<file path="src/timer_irq_pkg.sv">
package timer_irq_pkg;

  // ---------------------------------------------------------------------
  // register map: one 4 KiB page per timer, low 12 bits pick the register
  // ---------------------------------------------------------------------
  localparam logic [31:0] TMR1_BASE     = 32'h4000_E000; // timer 1 page
  localparam logic [31:0] TMR2_BASE     = 32'h4000_F000; // timer 2 page
  localparam logic [11:0] OFS_CTRL_ONE  = 12'h000;       // control_one
  localparam logic [11:0] OFS_FLAG      = 12'h100;       // flag register
  localparam logic [11:0] OFS_MASK      = 12'h104;       // irq mask
  localparam logic [11:0] OFS_MISS      = 12'h108;       // missed events
  localparam logic [11:0] OFS_CAPVAL    = 12'h110;       // capture value
  localparam logic [11:0] OFS_IRQ_SET   = 12'h200;       // enable set
  localparam logic [11:0] OFS_IRQ_CLR   = 12'h204;       // enable clear
  localparam logic [11:0] OFS_IRQ_STAT  = 12'h208;       // enable state

  // ---------------------------------------------------------------------
  // control_one fields and reset value
  // ---------------------------------------------------------------------
  localparam int          CR_RUN_BIT    = 0;  // counter_run
  localparam int          CR_UINH_BIT   = 1;  // update_inhibit
  localparam int          CR_USRC_BIT   = 2;  // update_source_sel
  localparam int          CR_SHOT_BIT   = 3;  // single_shot_sel
  localparam int          CR_DIR_BIT    = 4;  // count_direction
  localparam int          CR_ALN_LSB    = 5;  // count_alignment_sel lsb
  localparam int          CR_ARB_BIT    = 7;  // reload_buffer_en
  localparam logic [7:0]  CR_RESET      = 8'h00;

  // ---------------------------------------------------------------------
  // flag register layout: bit0 update, bit1..4 channels, bit6 trigger
  // ---------------------------------------------------------------------
  localparam int          FL_UPD_BIT    = 0;
  localparam int          FL_CH_LSB     = 1;
  localparam int          FL_TRG_BIT    = 6;
  localparam logic [6:0]  FL_RESET      = 7'h00;

  // alignment modes
  localparam logic [1:0]  ALN_EDGE      = 2'b00;
  localparam logic [1:0]  ALN_DOWN      = 2'b01;
  localparam logic [1:0]  ALN_UP        = 2'b10;
  localparam logic [1:0]  ALN_BOTH      = 2'b11;

  // axi responses
  localparam logic [1:0]  RESP_OKAY     = 2'b00;
  localparam logic [1:0]  RESP_SLVERR   = 2'b10;

endpackage : timer_irq_pkg

</file>
<file path="src/timer_irq_ctrl.sv">
// The implementer's own choice: the AXI4-Lite slave port.
`timescale 1ns/1ps
module timer_irq_ctrl
  import timer_irq_pkg::*;
#(
  parameter int NCH = 4                       // channels per timer
) (
  input  wire logic            CLK_SYS,       // 40 MHz clock
  input  wire logic            NRST,          // async reset, low
  input  wire logic [31:0]     AWADDR,        // write address
  input  wire logic            AWVALID,       // write address valid
  output logic                 AWREADY,       // write address ready
  input  wire logic [31:0]     WDATA,         // write data
  input  wire logic [3:0]      WSTRB,         // byte strobes
  input  wire logic            WVALID,        // write data valid
  output logic                 WREADY,        // write data ready
  output logic [1:0]           BRESP,         // write response
  output logic                 BVALID,        // write response valid
  input  wire logic            BREADY,        // write response ready
  input  wire logic [31:0]     ARADDR,        // read address
  input  wire logic            ARVALID,       // read address valid
  output logic                 ARREADY,       // read address ready
  output logic [31:0]          RDATA,         // read data
  output logic [1:0]           RRESP,         // read response
  output logic                 RVALID,        // read data valid
  input  wire logic            RREADY,        // read data ready
  input  wire logic [1:0]      TRIG_IN,       // trigger input per timer
  input  wire logic [1:0]      GATED_MODE,    // slave in gated mode
  input  wire logic [1:0]      TRIG_MODE,     // slave in trigger mode
  input  wire logic [1:0]      UPD_OVF,       // overflow/underflow
  input  wire logic [1:0]      UPD_SW,        // software update request
  input  wire logic [1:0]      UPD_SLV,       // slave controller reset
  input  wire logic [2*NCH-1:0] CH_EVENT,     // capture/compare events
  input  wire logic [2*NCH-1:0] CH_IS_CAP,    // channel in capture mode
  input  wire logic [1:0]      COUNT_DOWN,    // counter now counting down
  input  wire logic [2*NCH*16-1:0] CAP_VAL,   // capture values
  output logic [1:0]           IRQ,           // interrupt per timer
  output logic [1:0]           CNT_RUN,       // counter enable
  output logic [1:0]           CNT_DOWN_SEL,  // edge mode direction
  output logic [3:0]           CNT_ALIGN,     // alignment per timer
  output logic [1:0]           RELOAD_SHADOW, // buffered reload select
  output logic [1:0]           UPD_EVENT,     // shadow load update
  output logic [1:0]           CNT_REINIT     // counter/prescaler reinit
);

  // elaboration check: the flag layout has room for four channels only
  if (NCH != 4) begin : g_nch_check
    $error("flag layout serves exactly four channels");
  end

  // ---------------------------------------------------------------------
  // decode helpers
  // ---------------------------------------------------------------------
  // timer select: 0,1 for valid pages, 2 for unmapped
  function automatic logic [1:0] tsel(input logic [31:0] a);
    if (a[31:12] == TMR1_BASE[31:12]) tsel = 2'd0;
    else if (a[31:12] == TMR2_BASE[31:12]) tsel = 2'd1;
    else tsel = 2'd2;
  endfunction : tsel

  // compare flag allowed by alignment and direction
  function automatic logic cmp_ok(input logic [1:0] aln, input logic dn);
    if (aln == ALN_DOWN) cmp_ok = dn;
    else if (aln == ALN_UP) cmp_ok = !dn;
    else cmp_ok = 1'b1;
  endfunction : cmp_ok

  // ---------------------------------------------------------------------
  // input synchronisers for the trigger pins
  // ---------------------------------------------------------------------
  logic [1:0] trig_s1;   // first stage, read only by trig_s2
  logic [1:0] trig_s2;   // synchronised trigger
  logic [1:0] trig_d;    // delayed for edge detection
  always_ff @(posedge CLK_SYS or negedge NRST) begin
    if (!NRST) begin
      trig_s1 <= 2'b00;
      trig_s2 <= 2'b00;
      trig_d  <= 2'b00;
    end else begin
      trig_s1 <= TRIG_IN;
      trig_s2 <= trig_s1;
      trig_d  <= trig_s2;
    end
  end

  // ---------------------------------------------------------------------
  // axi4-lite handshake state
  // ---------------------------------------------------------------------
  logic        aw_held, w_held, next_aw_held, next_w_held;
  logic [31:0] aw_addr, w_data, next_aw_addr, next_w_data;
  logic [3:0]  w_strb, next_w_strb;
  logic        next_awready, next_wready, next_bvalid, next_arready;
  logic        next_rvalid;
  logic [1:0]  next_bresp, next_rresp;
  logic [31:0] next_rdata;
  logic        wr_go, rd_go;     // register access this cycle
  logic [1:0]  wr_t, rd_t;       // decoded timer
  logic [11:0] wr_o, rd_o;       // page offsets

  // ---------------------------------------------------------------------
  // per-timer state
  // ---------------------------------------------------------------------
  logic [7:0] ctrl      [2];    // control_one
  logic [6:0] flags     [2];    // timer_flag_register
  logic [6:0] mask      [2];    // timer_irq_mask
  logic [NCH-1:0] miss  [2];    // missed_event_register
  logic [1:0] irq_en;           // timer_irq_bit enables
  logic [7:0] next_ctrl [2];
  logic [6:0] next_flags[2];
  logic [6:0] next_mask [2];
  logic [NCH-1:0] next_miss[2];
  logic [1:0] next_irq_en, next_irq, next_upd, next_reinit;

  // write and read decode shared by both timers
  assign wr_go = aw_held && w_held && !BVALID;
  assign wr_t  = tsel(aw_addr);
  assign wr_o  = aw_addr[11:0];
  assign rd_go = ARVALID && ARREADY;
  assign rd_t  = tsel(ARADDR);
  assign rd_o  = ARADDR[11:0];

  // ---------------------------------------------------------------------
  // bus next-state: one write and one read in flight at a time
  // ---------------------------------------------------------------------
  always_comb begin
    next_aw_held = aw_held;
    next_w_held  = w_held;
    next_aw_addr = aw_addr;
    next_w_data  = w_data;
    next_w_strb  = w_strb;
    next_bvalid  = BVALID;
    next_bresp   = BRESP;
    next_rvalid  = RVALID;
    next_rresp   = RRESP;
    next_rdata   = RDATA;
    if (AWVALID && AWREADY) begin
      next_aw_held = 1'b1;
      next_aw_addr = AWADDR;
    end
    if (WVALID && WREADY) begin
      next_w_held = 1'b1;
      next_w_data = WDATA;
      next_w_strb = WSTRB;
    end
    if (wr_go) begin
      next_aw_held = 1'b0;
      next_w_held  = 1'b0;
      next_bvalid  = 1'b1;
      next_bresp   = (wr_t == 2'd2) ? RESP_SLVERR : RESP_OKAY;
    end else if (BVALID && BREADY) begin
      next_bvalid = 1'b0;
    end
    // accept a new half only while that half is empty
    next_awready = !next_aw_held && !next_bvalid;
    next_wready  = !next_w_held && !next_bvalid;
    if (rd_go) begin
      next_rvalid = 1'b1;
      next_rresp  = RESP_OKAY;
      next_rdata  = 32'h0000_0000;
      if (rd_t == 2'd2) begin
        next_rresp = RESP_SLVERR;     // unmapped page
      end else if (rd_o == OFS_CTRL_ONE) begin
        next_rdata[7:0] = ctrl[rd_t[0]];
      end else if (rd_o == OFS_FLAG) begin
        next_rdata[6:0] = flags[rd_t[0]];
      end else if (rd_o == OFS_MASK) begin
        next_rdata[6:0] = mask[rd_t[0]];
      end else if (rd_o == OFS_MISS) begin
        next_rdata[NCH-1:0] = miss[rd_t[0]];
      end else if (rd_o >= OFS_CAPVAL && rd_o < OFS_CAPVAL + 12'h010) begin
        next_rdata[15:0] = CAP_VAL[{rd_t[0], rd_o[3:2]}*16 +: 16];
      end else if (rd_o == OFS_IRQ_STAT) begin
        next_rdata[0] = irq_en[rd_t[0]];
      end else if (rd_o != OFS_IRQ_SET && rd_o != OFS_IRQ_CLR) begin
        next_rresp = RESP_SLVERR;     // hole inside the page
      end
    end else if (RVALID && RREADY) begin
      next_rvalid = 1'b0;
    end
    next_arready = !next_rvalid;
  end

  // ---------------------------------------------------------------------
  // per-timer next-state: flags, missed bits, control and enables
  // ---------------------------------------------------------------------
  always_comb begin
    for (int t = 0; t < 2; t++) begin
      logic        wr_me;
      logic        rd_me;
      logic        upd_any;
      logic        upd_flag;
      logic [6:0]  set_v;
      logic [6:0]  clr_v;
      logic [NCH-1:0] ch_set;
      logic [NCH-1:0] miss_clr;
      logic        trg_edge;
      wr_me    = wr_go && (wr_t == 2'(t)) && strb_ok(w_strb);
      rd_me    = rd_go && (rd_t == 2'(t));
      next_ctrl[t]   = ctrl[t];
      next_mask[t]   = mask[t];
      next_irq_en[t] = irq_en[t];
      // inhibit blocks every update cause
      upd_any  = !ctrl[t][CR_UINH_BIT] &&
                 (UPD_OVF[t] || UPD_SW[t] || UPD_SLV[t]);
      // flag cause narrowed by update source select
      upd_flag = upd_any && (!ctrl[t][CR_USRC_BIT] || UPD_OVF[t]);
      // trigger edge: rising, or either edge in gated mode
      trg_edge = GATED_MODE[t] ? (trig_s2[t] ^ trig_d[t])
                               : (trig_s2[t] && !trig_d[t]);
      for (int c = 0; c < NCH; c++) begin
        ch_set[c] = CH_EVENT[t*NCH+c] &&
                    (CH_IS_CAP[t*NCH+c] ||
                     cmp_ok(ctrl[t][CR_ALN_LSB+:2], COUNT_DOWN[t]));
      end
      set_v = 7'h00;
      set_v[FL_UPD_BIT] = upd_flag;
      set_v[FL_CH_LSB+:NCH] = ch_set;
      set_v[FL_TRG_BIT] = trg_edge;
      clr_v = 7'h00;
      miss_clr = '0;
      if (wr_me && wr_o == OFS_FLAG) clr_v = w_data[6:0];
      // reading a capture value clears that channel's flag if it is in capture mode
      for (int c = 0; c < NCH; c++) begin
        if (rd_me && rd_o == OFS_CAPVAL + 12'(4*c) &&
            CH_IS_CAP[t*NCH+c])
          clr_v[FL_CH_LSB+c] = 1'b1;
      end
      if (wr_me && wr_o == OFS_MISS) miss_clr = w_data[NCH-1:0];
      // set beats a simultaneous clear
      next_flags[t] = (flags[t] & ~clr_v) | set_v;
      next_miss[t]  = (miss[t] & ~miss_clr) |
                      (ch_set & flags[t][FL_CH_LSB+:NCH]);
      if (wr_me && wr_o == OFS_CTRL_ONE) next_ctrl[t] = w_data[7:0];
      if (wr_me && wr_o == OFS_MASK) next_mask[t] = w_data[6:0];
      if (wr_me && wr_o == OFS_IRQ_SET && w_data[0])
        next_irq_en[t] = 1'b1;
      if (wr_me && wr_o == OFS_IRQ_CLR && w_data[0])
        next_irq_en[t] = 1'b0;
      // trigger mode starts the counter from hardware
      if (TRIG_MODE[t] && trg_edge)
        next_ctrl[t][CR_RUN_BIT] = 1'b1;
      // single shot stops at the update event
      if (upd_any && ctrl[t][CR_SHOT_BIT])
        next_ctrl[t][CR_RUN_BIT] = 1'b0;
      next_upd[t]    = upd_any;
      next_reinit[t] = UPD_SW[t] || UPD_SLV[t];
      // masked flags still latch; only the irq is gated
      next_irq[t] = next_irq_en[t] &&
                    |(next_flags[t] & next_mask[t]);
    end
  end

  // only WSTRB[0] is checked; writes without it are accepted but ignored
  function automatic logic strb_ok(input logic [3:0] s);
    strb_ok = s[0];
  endfunction : strb_ok

  // ---------------------------------------------------------------------
  // state registers
  // ---------------------------------------------------------------------
  always_ff @(posedge CLK_SYS or negedge NRST) begin
    if (!NRST) begin
      aw_held <= 1'b0;
      w_held  <= 1'b0;
      aw_addr <= 32'h0000_0000;
      w_data  <= 32'h0000_0000;
      w_strb  <= 4'h0;
      AWREADY <= 1'b0;
      WREADY  <= 1'b0;
      ARREADY <= 1'b0;
      BVALID  <= 1'b0;
      BRESP   <= RESP_OKAY;
      RVALID  <= 1'b0;
      RRESP   <= RESP_OKAY;
      RDATA   <= 32'h0000_0000;
      irq_en  <= 2'b00;
      IRQ     <= 2'b00;
      UPD_EVENT  <= 2'b00;
      CNT_REINIT <= 2'b00;
      for (int t = 0; t < 2; t++) begin
        ctrl[t]  <= CR_RESET;
        flags[t] <= FL_RESET;
        mask[t]  <= FL_RESET;
        miss[t]  <= '0;
      end
    end else begin
      aw_held <= next_aw_held;
      w_held  <= next_w_held;
      aw_addr <= next_aw_addr;
      w_data  <= next_w_data;
      w_strb  <= next_w_strb;
      AWREADY <= next_awready;
      WREADY  <= next_wready;
      ARREADY <= next_arready;
      BVALID  <= next_bvalid;
      BRESP   <= next_bresp;
      RVALID  <= next_rvalid;
      RRESP   <= next_rresp;
      RDATA   <= next_rdata;
      irq_en  <= next_irq_en;
      IRQ     <= next_irq;
      UPD_EVENT  <= next_upd;
      CNT_REINIT <= next_reinit;
      for (int t = 0; t < 2; t++) begin
        ctrl[t]  <= next_ctrl[t];
        flags[t] <= next_flags[t];
        mask[t]  <= next_mask[t];
        miss[t]  <= next_miss[t];
      end
    end
  end

  // ---------------------------------------------------------------------
  // counter control outputs, copies of control_one bits
  // ---------------------------------------------------------------------
  always_ff @(posedge CLK_SYS or negedge NRST) begin
    if (!NRST) begin
      CNT_RUN       <= 2'b00;
      CNT_DOWN_SEL  <= 2'b00;
      CNT_ALIGN     <= 4'h0;
      RELOAD_SHADOW <= 2'b00;
    end else begin
      for (int t = 0; t < 2; t++) begin
        CNT_RUN[t]       <= next_ctrl[t][CR_RUN_BIT];
        CNT_DOWN_SEL[t]  <= next_ctrl[t][CR_DIR_BIT];
        CNT_ALIGN[2*t+:2] <= next_ctrl[t][CR_ALN_LSB+:2];
        RELOAD_SHADOW[t] <= next_ctrl[t][CR_ARB_BIT];
      end
    end
  end

  // ---------------------------------------------------------------------
  // checks
  // ---------------------------------------------------------------------
  chk_irq_from_flags: assert property (
    @(posedge CLK_SYS) disable iff (!NRST)
    IRQ[0] == (irq_en[0] && |(flags[0] & mask[0])))
    else $error("irq does not match masked flags");
  chk_irq_or_all: assert property (
    @(posedge CLK_SYS) disable iff (!NRST)
    IRQ[1] == (irq_en[1] && |(flags[1] & mask[1])))
    else $error("timer 2 irq mismatch");
  chk_trig_sets_flag: assert property (
    @(posedge CLK_SYS) disable iff (!NRST)
    (!GATED_MODE[0] && trig_s2[0] && !trig_d[0]) |=> flags[0][FL_TRG_BIT])
    else $error("trigger edge did not set flag");
  chk_update_flag: assert property (
    @(posedge CLK_SYS) disable iff (!NRST)
    (UPD_OVF[0] && !ctrl[0][CR_UINH_BIT]) |=> flags[0][FL_UPD_BIT])
    else $error("overflow did not set update flag");
  chk_inhibit_update: assert property (
    @(posedge CLK_SYS) disable iff (!NRST)
    ctrl[0][CR_UINH_BIT] |=> !UPD_EVENT[0])
    else $error("update event while inhibited");
  // timer 2 here: the bench writes zero over a set update flag there
  chk_zero_keeps_flag: assert property (
    @(posedge CLK_SYS) disable iff (!NRST)
    (wr_go && wr_t == 2'd1 && wr_o == OFS_FLAG && flags[1][0] && !w_data[0])
      |=> flags[1][0])
    else $error("zero write cleared a flag");
  chk_missed_mark: assert property (
    @(posedge CLK_SYS) disable iff (!NRST)
    (CH_EVENT[1] && CH_IS_CAP[1] && flags[0][FL_CH_LSB+1]) |=> miss[0][1])
    else $error("missed capture not recorded");
  chk_single_shot: assert property (
    @(posedge CLK_SYS) disable iff (!NRST)
    (UPD_OVF[0] && !ctrl[0][CR_UINH_BIT] && ctrl[0][CR_SHOT_BIT])
      |=> !ctrl[0][CR_RUN_BIT] ##1 !CNT_RUN[0])
    else $error("single shot did not stop counter");
  chk_enable_set: assert property (
    @(posedge CLK_SYS) disable iff (!NRST)
    (wr_go && wr_t == 2'd1 && wr_o == OFS_IRQ_SET && w_data[0] && w_strb[0])
      |=> irq_en[1])
    else $error("irq enable set ignored");

endmodule : timer_irq_ctrl

</file>
<file path="config.mk">
export PLATFORM = sky130hd
export DESIGN_NAME = timer_irq_ctrl
export DESIGN_NICKNAME = d
export VERILOG_FILES = /design/src/timer_irq_pkg.sv /design/src/timer_irq_ctrl.sv
export SDC_FILE = /design/constraint.sdc
export NUM_CORES = 1
export LEC_CHECK = 0
export BUFFER_PORTS_ARGS = -buffer_cell sky130_fd_sc_hd__buf_2
export CORE_MARGIN = 2
export CORE_UTILIZATION = 43
export DETAILED_ROUTE_END_ITERATION = 8
export PLACE_DENSITY = 0.8
export SETUP_SLACK_MARGIN = 0.3
export SLEW_MARGIN = 20
export SYNTH_ARGS = -nofsm -noshare
export SYNTH_HDL_FRONTEND = slang
export SYNTH_SLANG_ARGS = --single-unit
export TNS_END_PERCENT = 20
</file>
<file path="constraint.sdc">
create_clock -name CLK_SYS -period 2.5 [get_ports CLK_SYS]
set_input_delay 0.25 -clock CLK_SYS [delete_from_list [all_inputs] [get_ports CLK_SYS]]
set_output_delay 0.25 -clock CLK_SYS [all_outputs]
set_load 0.01 [all_outputs]
</file>
**After elaboration in Yosys (flattened, before gate mapping)**

Cells that the tools add are included.

- Order comparisons: 4
- Equal/unequal tests: 27
- Shift-type cells: 1
- Muxes and demuxes: 77
- Bitwise operators: 19
- Reductions and logical operators: 104

Operators with widths:

| operator | number |
|---|---|
| indexed part select 128 x 8 -> 16 bit | 1 |
| == test 12 x 9 -> 1 bit, second input constant | 10 |
| two-way mux 7 bit | 12 |
| == test 20 x 19 -> 1 bit, second input constant | 4 |
| logical AND 1 bit | 69 |
| two-way mux 8 bit | 7 |
| == test 12 x 10 -> 1 bit, second input constant | 3 |
| two-way mux 1 bit | 34 |
| bitwise AND 7 bit | 4 |
| two-way mux 2 bit | 13 |
| zero test 12 bit | 2 |
| two-way mux 4 bit | 6 |
| != test 12 x 10 -> 1 bit, second input constant | 2 |
| two-way mux 9 bit | 2 |
| bitwise AND 4 bit | 4 |
| logical OR 1 bit | 16 |
| two-way mux 16 bit | 1 |
| two-way mux 15 bit | 1 |
| inverter 7 bit | 2 |
| bitwise OR 7 bit | 2 |
| OR reduction 7 bit | 2 |
| zero test 1 bit | 13 |
| greater-or-equal comparator 12 x 9 -> 1 bit, second input constant | 1 |
| less-than comparator 12 x 9 -> 1 bit, second input constant | 1 |
| other kinds (10) | 20 |

- Register bits after elaboration: 144
- Bits of input ports: 265
- Output and inout bits: 57
- Word-level logic and storage cells: 266

**Longest topological paths before layout**

- Depth after elaboration: 15
- Mapped depth: 9
- Mapped depth without buffers: 7

**Worst setup path after synthesis**

No wires, ideal clock.

- Path type: reg-to-reg
- Start point: register aw_addr[17]
- End point: register IRQ[1]
- Setup time: 0.136 ns
- Data arrival time: 2.493 ns
- Data required time: 2.364 ns
- Setup slack: -0.129 ns
- Stages on the path, launching flop included: 8
- Path buffers: 0
- Clock period less this slack: 2.629 ns
- Cells stage by stage: dfrtp_1 -> or4_1 -> or4_4 -> nor4_4 -> mux2_4 -> a21boi_2 -> a221oi_1 -> a31oi_1

RTL lines:

| what | RTL line | source |
|---|---|---|
| start, declared | timer_irq_ctrl.sv:90 | `logic [31:0] aw_addr, w_data, next_aw_addr, next_w_data;` |
| start signal, assigned | timer_irq_ctrl.sv:289 | `aw_addr <= next_aw_addr;` |
| end signal, assigned | timer_irq_ctrl.sv:301 | `IRQ <= next_irq;` |
| end, declared | timer_irq_ctrl.sv:37 | `output logic [1:0] IRQ,` |

==> flow_summary.json <==
{
  "grt.total_usage": 0.275,
  "synthFlopType": "dfrtp_1",
  "critPathLaunch": "aw_addr[29]",
  "cts_root_buf": "clkbuf_16",
  "maxSlewViolCount": 0,
  "dr.pass1.iters": 5,
  "fin_crit_sh": 1.07,
  "rows": 47,
  "syn_inst": 619,
  "fillers": 1317,
  "path_common_cell": "or4_4",
  "ir_drop_mv": 0.698,
  "path_cells": "or4_4, or4_4, nor4_4, buf_4, mux2_4, a21boi_2, a221oi_2, a31oi_1",
  "start_util": 0.440,
  "cts_buffers": 17,
  "nNetsFinal": 1191,
  "ys_types": 57,
  "final_common_cell": "buf_2",
  "utilization": 0.600,
  "routed_wirelength_microns": 25300,
  "ant_nets": 0,
  "cts_tree": "built",
  "drc": 0,
  "synth_top_cell_by_area": "dfrtp_1",
  "finalNonFillerCells": 1159,
  "violations": "setup timing",
  "synthArstFlopShare": 1.00,
  "dp_slack_ns": -0.236,
  "die_w_microns": 134,
  "crit_fanout": 4,
  "final-hold-violation-count": 0,
  "hpwl_microns": 19100,
  "worstSetupPathType": "flop to flop",
  "cts_sinks": 132,
  "syn_avg_cell_area_sq_um": 11.8,
  "io_buffers": 276,
  "cts_htree_levels": 4,
  "rsz0062_at_grt": "yes",
  "mostFrequentLayoutCells": "buf_2 (275), dfrtp_1 (132), nand2_1 (68), mux2_2 (68)",
  "ys_warn_count": 0,
  "final_layout_size_suffix_gt1_frac": 0.556,
  "yosysSeqAreaShare": 0.453,
  "worst_slack_ns": -0.184,
  "antenna_found_initial": 2,
  "skew_ns": 0.00720,
  "status": "finished with violations",
  "grt-ovfl-total": 0,
  "slew_headroom": 0.543,
  "gp_congestion": 0.926,
  "worst_hold_path_type": "primary input to flop",
  "critPathRequiredTime_ns": 2.79,
  "critPathCaptureType": "flop",
  "post_drt_wl_per_cell_microns": 21.8,
  "ys_ff_latch": 132,
  "viasPerCell": 5.66,
  "io_pins": 322,
  "power.density_nw_per_um2": 700,
  "routed-via-count": 6556,
  "grt_pass1_vias": 6743,
  "die_h_microns": 134,
  "drt_first_iter_violations": 513,
  "total_power_uw": 6960,
  "netlist.area_leader.share": 0.453,
  "synth_edf_count": 0,
  "clk_path_buf_depth": 2,
  "critPathLaunchType": "flop",
  "setup_violations": 2,
  "fp.coreArea_sq_um": 16600,
  "areaGrowthSynthToFinish_pct": 36.5,
  "syn_area_sq_um": 7290,
  "tns_ns": -0.218,
  "cap_violations": 0,
  "clk_latency_ns": 0.42,
  "placed_cells": 1116,
  "grt_pass1_wl_microns": 37300,
  "fmax_ghz": 0.373,
  "grt_max_degree": 64,
  "path_clk_slew_ns": 0.06,
  "min_from": "AWVALID",
  "worst_ep_arrival_time_ns": 2.98,
  "synth_area_leaders": "dfrtp_1 (45%), mux2_2 (12%), mux4_2 (11%), nand2_1 (3.7%), buf_4 (2.9%)",
  "tightestPinTransition_ns": 0.685,
  "post-route-min-period_ns": 2.68,
  "max_stage_delay_ns": 0.54,
  "worst_path_max_delay_cell": "or4_4",
  "r2r_start": "aw_addr[29]",
  "die-area_sq_um": 18000,
  "power_leakage_uw": 0.00474
}
final timing paths:
check | endpoint | slack [ns] | cells past startpoint
setup / recovery | IRQ[1] | -0.18 | 8
hold / removal | AWREADY | 0.02 | 2
setup reg to reg | IRQ[1] | -0.18 | 8
hold reg to reg | trig_s2[0] | 0.35 | 0
max in group asynchronous | trig_s1[1] | 1.35 | 3
min in group asynchronous | aw_addr[24] | 0.38 | 2
sequential cells by signal, summed over array words and instances (netlist names), 2 cells and up:
signal,flops
UPD_EVENT,2
aw_addr,32
trig_s1,2
mask,14
RDATA,16
w_data,8
ctrl,10
flags,14
CNT_REINIT,2
IRQ,2
trig_s2,2
CNT_ALIGN,3
trig_d,2
miss,8
irq_en,2
cells in the mapped netlist (5+ instances only):
library cell  count
a21oi_1          11
a22o_1           13
a22oi_1           8
a31o_2            8
a32o_1            6
and3_1            6
buf_1             5
buf_2             7
buf_4            28
clkbuf_1         14
dfrtp_1         132
inv_1            10
mux2_2           79
mux2i_1          17
mux4_2           35
nand2_1          72
nand3_1          13
nand4_1           7
nor2_1           25
nor2b_1           8
nor3_1            7
nor4_1            9
o21a_1            8
o21ai_0          17
or2_2             7
metrics by stage:
| stage | hold WS, ns | instance area, sq um |
|---|---|---|
| 2_1_floorplan | -0.0456 | 7360 |
| 3_3_place_gp | 0.270 | 9010 |
| 3_5_place_dp | 0.271 | 9010 |
| 4_1_cts | 0.0102 | 9780 |
| 5_1_grt | 0.0271 | 9950 |
| 6_report | 0.0234 | 9950 |
routing by layer:
| metal | share of wire | up-vias | GRT usage |
|---|---|---|---|
| met5 | 0.00047 | - | 0 |
| met1 | 0.37 | 3230 | 0.319 |
| li1 | - | 2910 | - |
| met2 | 0.51 | 347 | 0.482 |
| met4 | 0.036 | 2 | 0.113 |
| met3 | 0.083 | 67 | 0.0718 |
cell type report:
class                           instances  area, sq um  area share
Multi-Input combinational cell        439         3930       0.394
Sequential cell                       132         3300       0.332
Timing Repair Buffer                  324         1820       0.183
Clock buffer                           21          460      0.0463
Tap cell                              220          275      0.0277
Clock inverter                         11          126      0.0127
Inverter                               10         37.5     0.00377
Antenna cell                            2         5.00    0.000503
critical path: cells and delay by family, from the launching register on:
kind / cells / cell delay, ns
AOI/OAI and AO/OA: 3 / 0.48
and+or+nand+nor: 3 / 1.21
buffers and inverters: 1 / 0.18
DFF: 1 / 0.38
muxes: 1 / 0.30
cells by family after synthesis:
| family | after synthesis | synth area share |
|---|---|---|
| compound gates | 93 | 0.0932 |
| fa+ha+maj | 2 | 0.00343 |
| buf+inv | 65 | 0.0504 |
| flops | 132 | 0.453 |
| mux | 132 | 0.255 |
| other cells | 1 | 0.000514 |
| simple gates | 194 | 0.144 |
power breakdown:
part | switching, uW | leakage, uW | internal, uW | total, uW
sequential | 449 | 0.00159 | 2530 | 2980
clock | 942 | 0.000287 | 1520 | 2470
combinational | 632 | 0.00286 | 885 | 1520
total | 2020 | 0.00474 | 4940 | 6960
repair_timing:
action / CTS / global route
hold endpoints to repair: 63 / 0
pin swaps: 9 / 17
buffers inserted: 2 / 4
endpoints found under the setup margin: 37 / 45
gates resized for setup: 28 / 35
hold buffers: 3 / 0
Power figures use the tool's default switching activity.
